<file path="config.mk">
export PLATFORM = sky130hd
export DESIGN_NAME = ppom_port_mux
export DESIGN_NICKNAME = d
export VERILOG_FILES = /design/src/rtl/ppom_pin_sync.v /design/src/rtl/ppom_pin_cell.v /design/src/rtl/ppom_port_mux.v
export VERILOG_INCLUDE_DIRS = /design/src /design/src/rtl
export SDC_FILE = /design/constraint.sdc
export NUM_CORES = 1
export LEC_CHECK = 0
export ABC_AREA = 1
export BUFFER_PORTS_ARGS = -buffer_cell sky130_fd_sc_hd__buf_2
export CORE_MARGIN = 1
export CORE_UTILIZATION = 50
export DETAILED_ROUTE_END_ITERATION = 7
export GPL_TIMING_DRIVEN = 0
export PLACE_DENSITY_LB_ADDON = 0.05
export SETUP_SLACK_MARGIN = 0.02
export SYNTH_ARGS = -nofsm -noshare
export SYNTH_HDL_FRONTEND = slang
export SYNTH_SLANG_ARGS = --single-unit
</file>
<file path="constraint.sdc">
create_clock -name i_clk -period 3.6 [get_ports i_clk]
set_clock_uncertainty 0.15 [all_clocks]
set_input_delay 0.72 -clock i_clk [delete_from_list [all_inputs] [get_ports i_clk]]
set_output_delay 0.72 -clock i_clk [all_outputs]
set_load 0.01 [all_outputs]
</file>
<file path="src/rtl/ppom_consts.vh">
// Constants for the port B pin override multiplexer: offsets, fields, encodings
`ifndef PPOM_CONSTS_VH
`define PPOM_CONSTS_VH

// Register byte offsets on APB
`define PPOM_ADDR_OUT        8'h00
`define PPOM_ADDR_DIR        8'h04
`define PPOM_ADDR_PIN        8'h08
`define PPOM_ADDR_CPU_CTRL   8'h0C
`define PPOM_ADDR_EXTINT     8'h10

// Reset values
`define PPOM_RST_BYTE        8'h00
`define PPOM_RST_WORD        32'h0000_0000
`define PPOM_RST_SENSE       2'h0

// Control register field
`define PPOM_CTRL_PUD_BIT    0

// External interrupt register fields
`define PPOM_EXT_EN_BIT      0
`define PPOM_EXT_SENSE_LO    1
`define PPOM_EXT_SENSE_HI    2
`define PPOM_EXT_FLAG_BIT    3
`define PPOM_EXT_LEVEL_BIT   4

// External interrupt sense encodings
`define PPOM_SENSE_LOW       2'h0
`define PPOM_SENSE_CHANGE    2'h1
`define PPOM_SENSE_FALL      2'h2
`define PPOM_SENSE_RISE      2'h3

// Sleep controller mode encodings
`define PPOM_SLP_ACTIVE      3'h0
`define PPOM_SLP_IDLE        3'h1
`define PPOM_SLP_ADC_NR      3'h2
`define PPOM_SLP_POWER_DOWN  3'h3
`define PPOM_SLP_POWER_SAVE  3'h4
`define PPOM_SLP_STANDBY     3'h6

// Port B pin indices of the alternate functions
`define PPOM_PIN_SS          0
`define PPOM_PIN_SCK         1
`define PPOM_PIN_MOSI        2
`define PPOM_PIN_MISO        3
`define PPOM_PIN_T0_CMP_A    4
`define PPOM_PIN_T1_CMP_A    5
`define PPOM_PIN_T1_CMP_B    6
`define PPOM_PIN_T2_CMP_A    7

// Override enables and values tied low where no module drives them
`define PPOM_NO_TOGGLE       8'h00
`define PPOM_ZERO_BYTE       8'h00

`endif

</file>
<file path="src/rtl/ppom_pin_sync.v">
// Two-stage input synchroniser, one lane per bit
`timescale 1ns/1ns
module ppom_pin_sync #(
    parameter WIDTH = 8                          // Number of lanes
) (
    input  wire             i_clk,               // System clock
    input  wire             i_resetn,            // Async reset, active low
    input  wire [WIDTH-1:0] i_async,             // Asynchronous level
    output wire [WIDTH-1:0] o_sync               // Synchronised level
);

    reg [WIDTH-1:0] stage1_ff;                   // Read only by stage2
    reg [WIDTH-1:0] stage2_ff;                   // Safe copy

    // Two flops; first stage may go metastable, nothing else looks at it
    always @(posedge i_clk or negedge i_resetn) begin
        if (!i_resetn) begin
            stage1_ff <= {WIDTH{1'b0}};
            stage2_ff <= {WIDTH{1'b0}};
        end else begin
            stage1_ff <= i_async;
            stage2_ff <= stage1_ff;
        end
    end

    assign o_sync = stage2_ff;

endmodule // ppom_pin_sync

</file>
<file path="src/rtl/ppom_pin_cell.v">
// Combinational override logic of one port pin
`timescale 1ns/1ns
module ppom_pin_cell (
    input  wire i_resetn,                        // Async reset, active low
    input  wire i_pin_direction_bit,             // Direction register bit
    input  wire i_pin_output_latch,              // Output latch bit
    input  wire i_global_pullup_disable,         // Global pull-up disable
    input  wire i_sleep_clamp,                   // Deep sleep clamp request
    input  wire i_pullup_override_en,            // Pull-up override enable
    input  wire i_pullup_override_val,           // Pull-up override value
    input  wire i_dir_override_en,               // Direction override enable
    input  wire i_dir_override_val,              // Direction override value
    input  wire i_value_override_en,             // Port value override enable
    input  wire i_value_override_val,            // Port value override value
    input  wire i_input_en_override_en,          // Input enable override enable
    input  wire i_input_en_override_val,         // Input enable override value
    input  wire i_pad_in,                        // Pad level after Schmitt trigger
    output wire o_pad_out,                       // Level driven onto the pad
    output wire o_pad_oe_n,                      // Driver enable, active low
    output wire o_pullup_en,                     // Pull-up enable
    output wire o_alt_digital_in                 // Clamped input, before sync
);

    wire gp_pullup;                              // Plain port pull-up
    wire pullup_sel;                             // After override
    wire drive_en;                               // Output driver enable
    wire input_en;                               // Digital input enable
    // Pull-up only for direction 0, latch 1, disable 0
    assign gp_pullup  = ~i_pin_direction_bit & i_pin_output_latch & ~i_global_pullup_disable;
    assign pullup_sel = i_pullup_override_en ? i_pullup_override_val : gp_pullup;
    // Pull-up forced off while reset is held, even without clock
    assign o_pullup_en = pullup_sel & i_resetn;

    // Driver enable from override or direction bit; tri-state in reset
    assign drive_en   = (i_dir_override_en ? i_dir_override_val : i_pin_direction_bit) & i_resetn;
    assign o_pad_oe_n = ~drive_en;

    // Driven value from override or output latch; low when undriven
    assign o_pad_out  = drive_en & (i_value_override_en ? i_value_override_val : i_pin_output_latch);

    // Input enable: override wins, else clamp in deep sleep
    assign input_en   = i_input_en_override_en ? i_input_en_override_val : ~i_sleep_clamp;
    // Clamp to ground ahead of the synchroniser
    assign o_alt_digital_in = i_pad_in & input_en;

endmodule // ppom_pin_cell

</file>
<file path="src/rtl/ppom_port_mux.v">
// Port B pin override multiplexer with APB registers and external interrupt pin
//
// Overview of operation
// - Deep sleep modes clamp digital inputs to ground
// - Enabled external interrupt pins escape the clamp
// - Disabled change- or rise-sensed interrupt pin flags on wake
// - Pull-ups off while reset is active
// - Pull-up follows override, else direction/latch/disable 010
// - Pull-up override ignores direction, latch, disable
// - Driver enable follows override, else direction bit
// - Direction override value forces driver on/off
// - Driven value: override value or output latch
// - Toggle override inverts the output latch
// - Input enable: override, else normal/sleep state
// - Input enable override ignores sleep state
// - Timer 2 compare A pin carries PWM
// - Bit 7 is pin-change source 15
// - Bits 6..4: timer compare outputs, sources 14..12
// - Bits 3..0: SPI pins, sources 11..8
// - Direction one output; zero input, pull-up if latch one
// - Writing one to input register toggles latch
// - Global disable turns off every pull-up
// - Pin value synchronised before input register
//
// The APB register port and the placing of the registers are this design's own decisions.
`timescale 1ns/1ns
`include "ppom_consts.vh"
module ppom_port_mux #(
    parameter NPINS = 8,                         // Pins in the port
    parameter AW    = 8                          // APB address width
) (
    input  wire             i_clk,               // System I/O clock
    input  wire             i_resetn,            // Async reset, active low
    // APB slave
    input  wire             i_psel,              // Select
    input  wire             i_penable,           // Access phase
    input  wire             i_pwrite,            // Write direction
    input  wire [AW-1:0]    i_paddr,             // Byte address
    input  wire [31:0]      i_pwdata,            // Write data
    output wire             o_pready,            // Always ready
    output wire             o_pslverr,           // Unmapped address
    output wire [31:0]      o_prdata,            // Read data
    // Sleep controller
    input  wire [2:0]       i_sleep_mode,        // Current sleep mode
    // Pads of port B
    input  wire [NPINS-1:0] i_pad_in,            // Pad levels
    output wire [NPINS-1:0] o_pad_out,           // Driven levels
    output wire [NPINS-1:0] o_pad_oe_n,          // Driver enables, active low
    output wire [NPINS-1:0] o_pullup_en,         // Pull-up enables
    // External interrupt pad
    input  wire             i_extint_pad,        // Pad level
    output wire             o_extint_req,        // Interrupt request, level
    // Pin-change module
    input  wire [NPINS-1:0] i_pcint_mask,        // Per-pin pin-change enables
    input  wire             i_pcint_group_en,    // Group enable for port B
    output wire [NPINS-1:0] o_pin_change_src,    // Sources 15..8, unsynchronised
    // SPI
    input  wire             i_spi_en,            // SPI enabled
    input  wire             i_spi_master,        // SPI in master mode
    input  wire             i_spi_slave_out,     // Slave data out
    input  wire             i_spi_master_out,    // Master data out
    input  wire             i_spi_sck_out,       // Master clock out
    output wire             o_spi_master_in,     // Master data in
    output wire             o_spi_slave_in,      // Slave data in
    output wire             o_spi_sck_in,        // Slave clock in
    output wire             o_spi_ss_in,         // Slave select in
    // Timers
    input  wire             i_timer2_cmp_a_en,   // Timer 2 compare A enable
    input  wire             i_timer2_cmp_a_out,  // Timer 2 compare A / PWM
    input  wire             i_timer1_cmp_b_en,   // Timer 1 compare B enable
    input  wire             i_timer1_cmp_b_out,  // Timer 1 compare B / PWM
    input  wire             i_timer1_cmp_a_en,   // Timer 1 compare A enable
    input  wire             i_timer1_cmp_a_out,  // Timer 1 compare A / PWM
    input  wire             i_timer0_cmp_a_en,   // Timer 0 compare A enable
    input  wire             i_timer0_cmp_a_out   // Timer 0 compare A / PWM
);

    // Software state
    reg  [NPINS-1:0] pin_output_latch_ff;        // Output latches
    reg  [NPINS-1:0] nxt_pin_output_latch;
    reg  [NPINS-1:0] pin_direction_bit_ff;       // Direction bits
    reg  [NPINS-1:0] nxt_pin_direction_bit;
    reg              global_pullup_disable_ff;   // Shared disable bit
    reg              nxt_global_pullup_disable;
    reg              ext_en_ff;                  // External interrupt enable
    reg              nxt_ext_en;
    reg  [1:0]       ext_sense_ff;               // Sense selection
    reg  [1:0]       nxt_ext_sense;
    reg              ext_flag_ff;                // Sticky interrupt flag
    reg              nxt_ext_flag;
    reg              ext_prev_ff;                // Previous synced level
    reg  [31:0]      prdata_ff;                  // Read data register
    reg  [31:0]      nxt_prdata;

    // Derived signals
    wire             sleep_clamp;                // Deep sleep active
    wire             wr_en;                      // Write takes effect
    wire             addr_hit;                   // Mapped address
    wire [NPINS-1:0] pin_input_bit;              // Synchronised pin values
    wire [NPINS-1:0] alt_digital_in;             // Clamped, unsynchronised
    wire [NPINS-1:0] toggle_override_en;         // Latch toggle overrides
    wire             pcint_on;                   // Group pin-change active
    wire             spi_mst;                    // SPI enabled as master
    wire             spi_slv;                    // SPI enabled as slave
    wire [NPINS-1:0] pu_oe;                      // Pull-up override enables
    wire [NPINS-1:0] pu_ov;                      // Pull-up override values
    wire [NPINS-1:0] dd_oe;                      // Direction override enables
    wire [NPINS-1:0] dd_ov;                      // Direction override values
    wire [NPINS-1:0] pv_oe;                      // Value override enables
    wire [NPINS-1:0] pv_ov;                      // Value override values
    wire [NPINS-1:0] die_oe;                     // Input enable overrides
    wire             ext_in;                     // Clamped ext interrupt pad
    wire             ext_sync;                   // Synchronised level
    wire             ext_event;                  // Selected edge seen

    // Clamp asserted only in the three deep sleep modes
    assign sleep_clamp = (i_sleep_mode == `PPOM_SLP_POWER_DOWN) |
                         (i_sleep_mode == `PPOM_SLP_POWER_SAVE) |
                         (i_sleep_mode == `PPOM_SLP_STANDBY);

    // No module toggles port B latches
    assign toggle_override_en = `PPOM_NO_TOGGLE;

    // SPI role terms used by the four SPI pins
    assign spi_mst  = i_spi_en & i_spi_master;
    assign spi_slv  = i_spi_en & ~i_spi_master;
    assign pcint_on = i_pcint_group_en;

    // Override map of port B; bits 7..4 timers, 3..0 SPI
    // Timer pins never override direction: software must set it
    assign pu_oe = {4'h0, spi_mst, spi_slv, spi_slv, spi_slv};
    // Forced inputs keep latch-controlled pull-up unless globally disabled
    assign pu_ov = {4'h0, pin_output_latch_ff[3:0] & {4{~global_pullup_disable_ff}}};
    assign dd_oe = {4'h0, spi_mst, spi_slv, spi_slv, spi_slv};
    assign dd_ov = `PPOM_ZERO_BYTE;
    // Compare enables steer compare/PWM waveforms onto the pad
    assign pv_oe = {i_timer2_cmp_a_en, i_timer1_cmp_b_en, i_timer1_cmp_a_en, i_timer0_cmp_a_en,
                    spi_slv, spi_mst, spi_mst, 1'b0};
    assign pv_ov = {i_timer2_cmp_a_out, i_timer1_cmp_b_out, i_timer1_cmp_a_out, i_timer0_cmp_a_out,
                    i_spi_slave_out, i_spi_master_out, i_spi_sck_out, 1'b0};
    // Pin-change enabled pins keep their input alive in sleep
    assign die_oe = i_pcint_mask & {NPINS{pcint_on}};

    // One override cell per pin
    genvar gi;
    generate
        for (gi = 0; gi < NPINS; gi = gi + 1) begin : g_pin
            ppom_pin_cell u_cell (
                .i_resetn               (i_resetn),
                .i_pin_direction_bit    (pin_direction_bit_ff[gi]),
                .i_pin_output_latch     (pin_output_latch_ff[gi]),
                .i_global_pullup_disable(global_pullup_disable_ff),
                .i_sleep_clamp          (sleep_clamp),
                .i_pullup_override_en   (pu_oe[gi]),
                .i_pullup_override_val  (pu_ov[gi]),
                .i_dir_override_en      (dd_oe[gi]),
                .i_dir_override_val     (dd_ov[gi]),
                .i_value_override_en    (pv_oe[gi]),
                .i_value_override_val   (pv_ov[gi]),
                .i_input_en_override_en (die_oe[gi]),
                .i_input_en_override_val(1'b1),
                .i_pad_in               (i_pad_in[gi]),
                .o_pad_out              (o_pad_out[gi]),
                .o_pad_oe_n             (o_pad_oe_n[gi]),
                .o_pullup_en            (o_pullup_en[gi]),
                .o_alt_digital_in       (alt_digital_in[gi])
            );
        end
    endgenerate

    // Alternate inputs leave before the synchroniser; receivers sync them
    assign o_pin_change_src = alt_digital_in;
    assign o_spi_master_in  = alt_digital_in[`PPOM_PIN_MISO];
    assign o_spi_slave_in   = alt_digital_in[`PPOM_PIN_MOSI];
    assign o_spi_sck_in     = alt_digital_in[`PPOM_PIN_SCK];
    assign o_spi_ss_in      = alt_digital_in[`PPOM_PIN_SS];

    // Pin values synchronised before software sees them
    ppom_pin_sync #(
        .WIDTH (NPINS + 1)
    ) u_sync (
        .i_clk    (i_clk),
        .i_resetn (i_resetn),
        .i_async  ({ext_in, alt_digital_in}),
        .o_sync   ({ext_sync, pin_input_bit})
    );

    // Ext interrupt pad escapes the clamp only while enabled
    assign ext_in = i_extint_pad & (ext_en_ff | ~sleep_clamp);

    // Edge detection runs whether enabled or not, so clamp release
    // of a high pad registers as a rising edge after wake
    assign ext_event = ((ext_sense_ff == `PPOM_SENSE_CHANGE) & (ext_sync ^ ext_prev_ff)) |
                       ((ext_sense_ff == `PPOM_SENSE_FALL)   & ~ext_sync & ext_prev_ff) |
                       ((ext_sense_ff == `PPOM_SENSE_RISE)   & ext_sync & ~ext_prev_ff);
    // Low-level sense is a request by level, not a flag
    assign o_extint_req = ext_en_ff & (ext_flag_ff |
                          ((ext_sense_ff == `PPOM_SENSE_LOW) & ~ext_sync));

    // APB decode; zero wait states
    assign wr_en    = i_psel & i_penable & i_pwrite;
    assign addr_hit = (i_paddr == `PPOM_ADDR_OUT) | (i_paddr == `PPOM_ADDR_DIR) |
                      (i_paddr == `PPOM_ADDR_PIN) | (i_paddr == `PPOM_ADDR_CPU_CTRL) |
                      (i_paddr == `PPOM_ADDR_EXTINT);
    assign o_pready  = 1'b1;
    assign o_pslverr = i_psel & i_penable & ~addr_hit;
    assign o_prdata  = prdata_ff;

    // Next state of software registers
    always @* begin
        nxt_pin_output_latch      = pin_output_latch_ff;
        nxt_pin_direction_bit     = pin_direction_bit_ff;
        nxt_global_pullup_disable = global_pullup_disable_ff;
        nxt_ext_en                = ext_en_ff;
        nxt_ext_sense             = ext_sense_ff;
        nxt_ext_flag              = ext_flag_ff;
        if (wr_en) begin
            case (i_paddr)
                `PPOM_ADDR_OUT: begin
                    nxt_pin_output_latch = i_pwdata[NPINS-1:0];
                end
                `PPOM_ADDR_DIR: begin
                    nxt_pin_direction_bit = i_pwdata[NPINS-1:0];
                end
                `PPOM_ADDR_PIN: begin
                    // Ones toggle, zeros leave the latch alone
                    nxt_pin_output_latch = pin_output_latch_ff ^ i_pwdata[NPINS-1:0];
                end
                `PPOM_ADDR_CPU_CTRL: begin
                    nxt_global_pullup_disable = i_pwdata[`PPOM_CTRL_PUD_BIT];
                end
                `PPOM_ADDR_EXTINT: begin
                    nxt_ext_en    = i_pwdata[`PPOM_EXT_EN_BIT];
                    nxt_ext_sense = i_pwdata[`PPOM_EXT_SENSE_HI:`PPOM_EXT_SENSE_LO];
                    // Write one clears the flag
                    if (i_pwdata[`PPOM_EXT_FLAG_BIT]) begin
                        nxt_ext_flag = 1'b0;
                    end
                end
                default: begin
                    // Unmapped: no effect
                end
            endcase
        end
        // Toggle override acts after any software write
        nxt_pin_output_latch = nxt_pin_output_latch ^ toggle_override_en;
        // Hardware set wins over a same-cycle clear
        if (ext_event) begin
            nxt_ext_flag = 1'b1;
        end
    end

    // Read data captured in the setup phase, stable through access
    always @* begin
        nxt_prdata = prdata_ff;
        if (i_psel & ~i_penable) begin
            nxt_prdata = `PPOM_RST_WORD;
            case (i_paddr)
                `PPOM_ADDR_OUT:      nxt_prdata[NPINS-1:0] = pin_output_latch_ff;
                `PPOM_ADDR_DIR:      nxt_prdata[NPINS-1:0] = pin_direction_bit_ff;
                `PPOM_ADDR_PIN:      nxt_prdata[NPINS-1:0] = pin_input_bit;
                `PPOM_ADDR_CPU_CTRL: nxt_prdata[`PPOM_CTRL_PUD_BIT] = global_pullup_disable_ff;
                `PPOM_ADDR_EXTINT: begin
                    nxt_prdata[`PPOM_EXT_EN_BIT]    = ext_en_ff;
                    nxt_prdata[`PPOM_EXT_SENSE_HI:`PPOM_EXT_SENSE_LO] = ext_sense_ff;
                    nxt_prdata[`PPOM_EXT_FLAG_BIT]  = ext_flag_ff;
                    nxt_prdata[`PPOM_EXT_LEVEL_BIT] = ext_sync;
                end
                default:             nxt_prdata = `PPOM_RST_WORD;
            endcase
        end
    end

    // State registers; reset leaves every pin tri-stated, pull-ups off
    always @(posedge i_clk or negedge i_resetn) begin
        if (!i_resetn) begin
            pin_output_latch_ff      <= `PPOM_RST_BYTE;
            pin_direction_bit_ff     <= `PPOM_RST_BYTE;
            global_pullup_disable_ff <= 1'b0;
            ext_en_ff                <= 1'b0;
            ext_sense_ff             <= `PPOM_RST_SENSE;
            ext_flag_ff              <= 1'b0;
            ext_prev_ff              <= 1'b0;
            prdata_ff                <= `PPOM_RST_WORD;
        end else begin
            pin_output_latch_ff      <= nxt_pin_output_latch;
            pin_direction_bit_ff     <= nxt_pin_direction_bit;
            global_pullup_disable_ff <= nxt_global_pullup_disable;
            ext_en_ff                <= nxt_ext_en;
            ext_sense_ff             <= nxt_ext_sense;
            ext_flag_ff              <= nxt_ext_flag;
            ext_prev_ff              <= ext_sync;
            prdata_ff                <= nxt_prdata;
        end
    end

endmodule // ppom_port_mux

</file>
==> impl_metrics.prom <==
# TYPE chip_impl_metric gauge
chip_impl_metric{name="timing.critical_path.slowest_cell_delay",unit="ps"} 430
chip_impl_metric{name="dpl.hpwl",unit="um"} 5470
chip_impl_info{name="unrepaired_setup_endpoints_after_global_routing",value="no"} 1
chip_impl_metric{name="clock_path_buffers",unit=""} 2
chip_impl_metric{name="num_io_pins",unit=""} 150
chip_impl_metric{name="clk-insertion-delay-late",unit="ps"} 310
chip_impl_info{name="worst_hold_path_type",value="in -> async"} 1
chip_impl_info{name="path_class",value="in -> out"} 1
chip_impl_info{name="synth_area_leaders",value="dfrtp_1 (40%), buf_4 (15%), nand2_1 (13%)"} 1
chip_impl_metric{name="critical_path_arrival",unit="ps"} 2350
chip_impl_metric{name="report.final.setup_viol",unit=""} 0
chip_impl_metric{name="core.rowCount",unit=""} 27
chip_impl_metric{name="worst_ep_required_time",unit="ps"} 2730
chip_impl_metric{name="number_of_antenna_violating_nets_in_the_routed_design",unit=""} 0
chip_impl_info{name="synth_area_leader_cell",value="dfrtp_1"} 1
chip_impl_metric{name="synth_seq_area_share",unit="%"} 39.8
chip_impl_metric{name="stdcell_count",unit=""} 595
chip_impl_metric{name="ir_drop_worst_vdd",unit="V"} 0.000217
chip_impl_metric{name="pre_cts_ws",unit="ps"} -178
chip_impl_metric{name="power.share.combinational",unit="%"} 15.9
chip_impl_metric{name="place_inst",unit=""} 587
chip_impl_metric{name="ctsHoldBuffers",unit=""} 0
chip_impl_metric{name="power.sequential.fraction",unit="%"} 49.6
chip_impl_metric{name="netlist.area_leader.share",unit="%"} 39.8
chip_impl_metric{name="leakagePower",unit="uW"} 0.00221
chip_impl_metric{name="worst-slew-pin-transition",unit="ps"} 558
chip_impl_metric{name="vias_in_the_first_global_route",unit=""} 2563
chip_impl_metric{name="wirelength",unit="um"} 6900
chip_impl_metric{name="maxCapViolCount",unit=""} 0
chip_impl_info{name="timing.rr.end",value="pin_output_latch_ff[3]"} 1
chip_impl_metric{name="power-per-cell-area",unit="nW/um^2"} 305
chip_impl_metric{name="syn-cell-area",unit="sq um"} 3020
chip_impl_metric{name="period_needed",unit="ps"} 3220
chip_impl_metric{name="grt_antenna_before_repair",unit=""} 0
chip_impl_metric{name="timing.critical_path.fanout_max",unit=""} 49
chip_impl_metric{name="layout-area-overhead-vs-synth",unit="%"} 26.3
chip_impl_metric{name="h_tree_depth",unit=""} 2
chip_impl_metric{name="track_usage",unit="%"} 23.0
chip_impl_metric{name="timing.reg2reg.worst_path_depth",unit=""} 5
chip_impl_metric{name="hold-worst-slack",unit="ps"} 173
chip_impl_info{name="worst_r2r_startpoint",value="pin_output_latch_ff[3]"} 1
chip_impl_info{name="critical_path_start",value="i_resetn"} 1
chip_impl_info{name="root_buffer",value="clkbuf_8"} 1
chip_impl_metric{name="wire_length_of_the_first_global_routing_pass",unit="um"} 11300
chip_impl_metric{name="clkTransAtPathRegs",unit="ps"} 90
chip_impl_metric{name="internal-power",unit="uW"} 856
chip_impl_metric{name="cts-buffers-inserted",unit=""} 5
chip_impl_metric{name="avgViaCountPerCell",unit=""} 4.65
chip_impl_metric{name="num_antenna_cells",unit=""} 0
chip_impl_metric{name="number_of_distinct_library_cells_after_synthesis",unit=""} 23
chip_impl_metric{name="final_critical_path_setup_slack",unit="ps"} 375
chip_impl_metric{name="core_area",unit="sq um"} 5680
chip_impl_info{name="timing.critical_path.to_type",value="output port"} 1
chip_impl_metric{name="post_synth.cell_area_avg",unit="sq um"} 7.69
chip_impl_metric{name="postSynthRegisterBits",unit=""} 48
chip_impl_metric{name="final_nets",unit=""} 601
chip_impl_metric{name="pin_count_of_the_biggest_net_entering_global_routing",unit=""} 50
chip_impl_metric{name="detail_route.wl_per_cell",unit="um"} 11.6
chip_impl_metric{name="dieWidth",unit="um"} 79.7
chip_impl_metric{name="min_period_over_period",unit="%"} 89.6
chip_impl_info{name="crit_chain",value="buf_6 > clkbuf_1 > nand2_1 > nor3_1 > buf_4 > buf_2"} 1
chip_impl_metric{name="drt_first_pass_iters",unit=""} 4
chip_impl_info{name="crit_slowest_cell",value="clkbuf_1"} 1
chip_impl_metric{name="worst_r2r_setup_slack",unit="ps"} 2440
chip_impl_info{name="tritoncts",value="done"} 1
chip_impl_info{name="result_of_the_run",value="complete, no violations"} 1
chip_impl_metric{name="clock.fmax",unit="MHz"} 310
chip_impl_metric{name="finalMaxSlewViolations",unit=""} 0
chip_impl_metric{name="gpl.final_weighted_congestion",unit=""} 0.848
chip_impl_metric{name="die_area",unit="sq um"} 6360
chip_impl_metric{name="maxSlewHeadroom",unit="%"} 62.6
chip_impl_metric{name="port_buf_inserts",unit=""} 99
chip_impl_metric{name="final_layout_size_suffix_gt1_share",unit="%"} 35.9
chip_impl_metric{name="route.vias.total",unit=""} 2768
chip_impl_metric{name="grt_total_ovfl",unit=""} 0
chip_impl_metric{name="yosys_warnings",unit=""} 0
chip_impl_metric{name="net_switching",unit="uW"} 307
chip_impl_metric{name="p_total",unit="uW"} 1160
chip_impl_metric{name="hold_viol",unit=""} 0
chip_impl_metric{name="die_y",unit="um"} 79.7
chip_impl_metric{name="detail_route.drc_violations",unit=""} 0
chip_impl_metric{name="start_util",unit="%"} 53.2
chip_impl_metric{name="power.share.switching",unit="%"} 26.4
chip_impl_metric{name="cts_num_sinks",unit=""} 48
chip_impl_info{name="timing.critical_path.from_type",value="primary input"} 1
chip_impl_metric{name="drt_iter0_drc",unit=""} 187
chip_impl_metric{name="synthCells",unit=""} 393
chip_impl_metric{name="power.clock.fraction",unit="%"} 34.5
worst max path at each step:
stage	to	slack [ps]	cells after the start
2_1_floorplan	o_pin_change_src[0]	1130	4
3_3_place_gp	o_pullup_en[3]	-180	6
3_5_place_dp	o_pullup_en[0]	-180	6
4_1_cts	o_pullup_en[0]	160	6
5_1_grt	o_pullup_en[1]	120	6
6_report	o_pullup_en[1]	380	6
placed cells by master, fill, tap and decap left out:
cell / Yosys / final
a31oi_1: 1 / 1
buf_4: 60 / 60
o21ai_1: 3 / 3
nor3_2: 1 / 1
nand3_1: 24 / 24
buf_8: 1 / 1
nor2_8: 2 / 2
nand2_2: 3 / 3
inv_6: 0 / 1
conb_1: 2 / 25
clkbuf_1: 2 / 2
bufinv_16: 0 / 1
o21ai_2: 10 / 10
nand2_1: 103 / 103
nor3_1: 9 / 9
nor2_4: 2 / 2
xor2_1: 9 / 9
o21ai_0: 23 / 23
a21oi_1: 9 / 9
nor2_1: 29 / 29
buf_2: 0 / 98
clkbuf_8: 0 / 5
nor2_2: 1 / 1
inv_1: 41 / 41
a21boi_0: 9 / 9
clkinvlp_4: 0 / 1
buf_6: 1 / 2
dfrtp_1: 48 / 48
worst max-delay path: cells and delay by family:
kind	cells	cell delay, ps
buffers and inverters	4	1010
AND/OR/NAND/NOR	2	580
Yosys cell counts:
cell	instances
buf_4	60
o21ai_2	10
nand3_1	24
a31oi_1	1
nand2_1	103
xor2_1	9
dfrtp_1	48
nor2_1	29
a21oi_1	9
nor3_2	1
nor2_4	2
o21ai_0	23
nor2_8	2
clkbuf_1	2
a21boi_0	9
buf_6	1
o21ai_1	3
buf_8	1
nand2_2	3
nor3_1	9
conb_1	2
nor2_2	1
inv_1	41
flip-flops by register name, summed over array words and instances, names as in the netlist:
name,cells
ext_en_ff,1
pin_output_latch_ff,8
pin_direction_bit_ff,8
o_prdata,8
ext_prev_ff,1
u_sync.o_sync,9
global_pullup_disable_ff,1
ext_flag_ff,1
u_sync.stage1_ff,9
ext_sense_ff,2
cells by family after synthesis:
| kind of cell | count (synthesis) | share of synthesized area, % |
|---|---|---|
| other | 2 | 0.249 |
| flip-flops | 48 | 39.8 |
| XOR/XNOR | 9 | 2.61 |
| AO/OA/AOI/OAI | 55 | 11.1 |
| AND/OR/NAND/NOR | 174 | 25.1 |
| buffers and inverters | 105 | 21.1 |
power by group through the flow:
stage | registers [uW] | logic, uW | clock network (uW)
2_1_floorplan | 585 | 111 | 0
3_3_place_gp | 587 | 179 | 0
3_5_place_dp | 588 | 183 | 0
4_1_cts | 577 | 184 | 410
6_report | 577 | 184 | 401
5_1_grt | 580 | 207 | 429
cell type report:
type,count,area [sq um]
well taps,72,90.1
flip-flops and latches,48,1200
repair buffers,99,502
multi-input cells,263,1270
clock buffers,5,68.8
clock inverters,3,46.3
plain buffers,64,484
fillers,510,1860
inverters,41,154
metal layers:
layer  GRT usage (%)  part of all wire, %  up-vias
met3            3.43                  6.8       12
met5               0                    0        -
li1                -                    -     1408
met4            8.91                  2.2        0
met2            39.7                   47      118
met1            28.7                   44     1230
what timing repair did:
action / 4_1_cts / 5_1_grt
gates resized for setup: 1 / 1
setup buffers: 0 / 0
pin swaps: 0 / 0
endpoints found under the setup margin: 8 / 7
through the flow:
step	utilization [%]	setup TNS [ps]	instance area, sq um
finish	67.2	0	3810
global route	67.2	0	3810
CTS	67.1	0	3810
detailed placement	65.1	-1280	3690
global placement	65.1	-1270	3690
floorplan	-	0	3110
(Power assumes the default switching activity.)
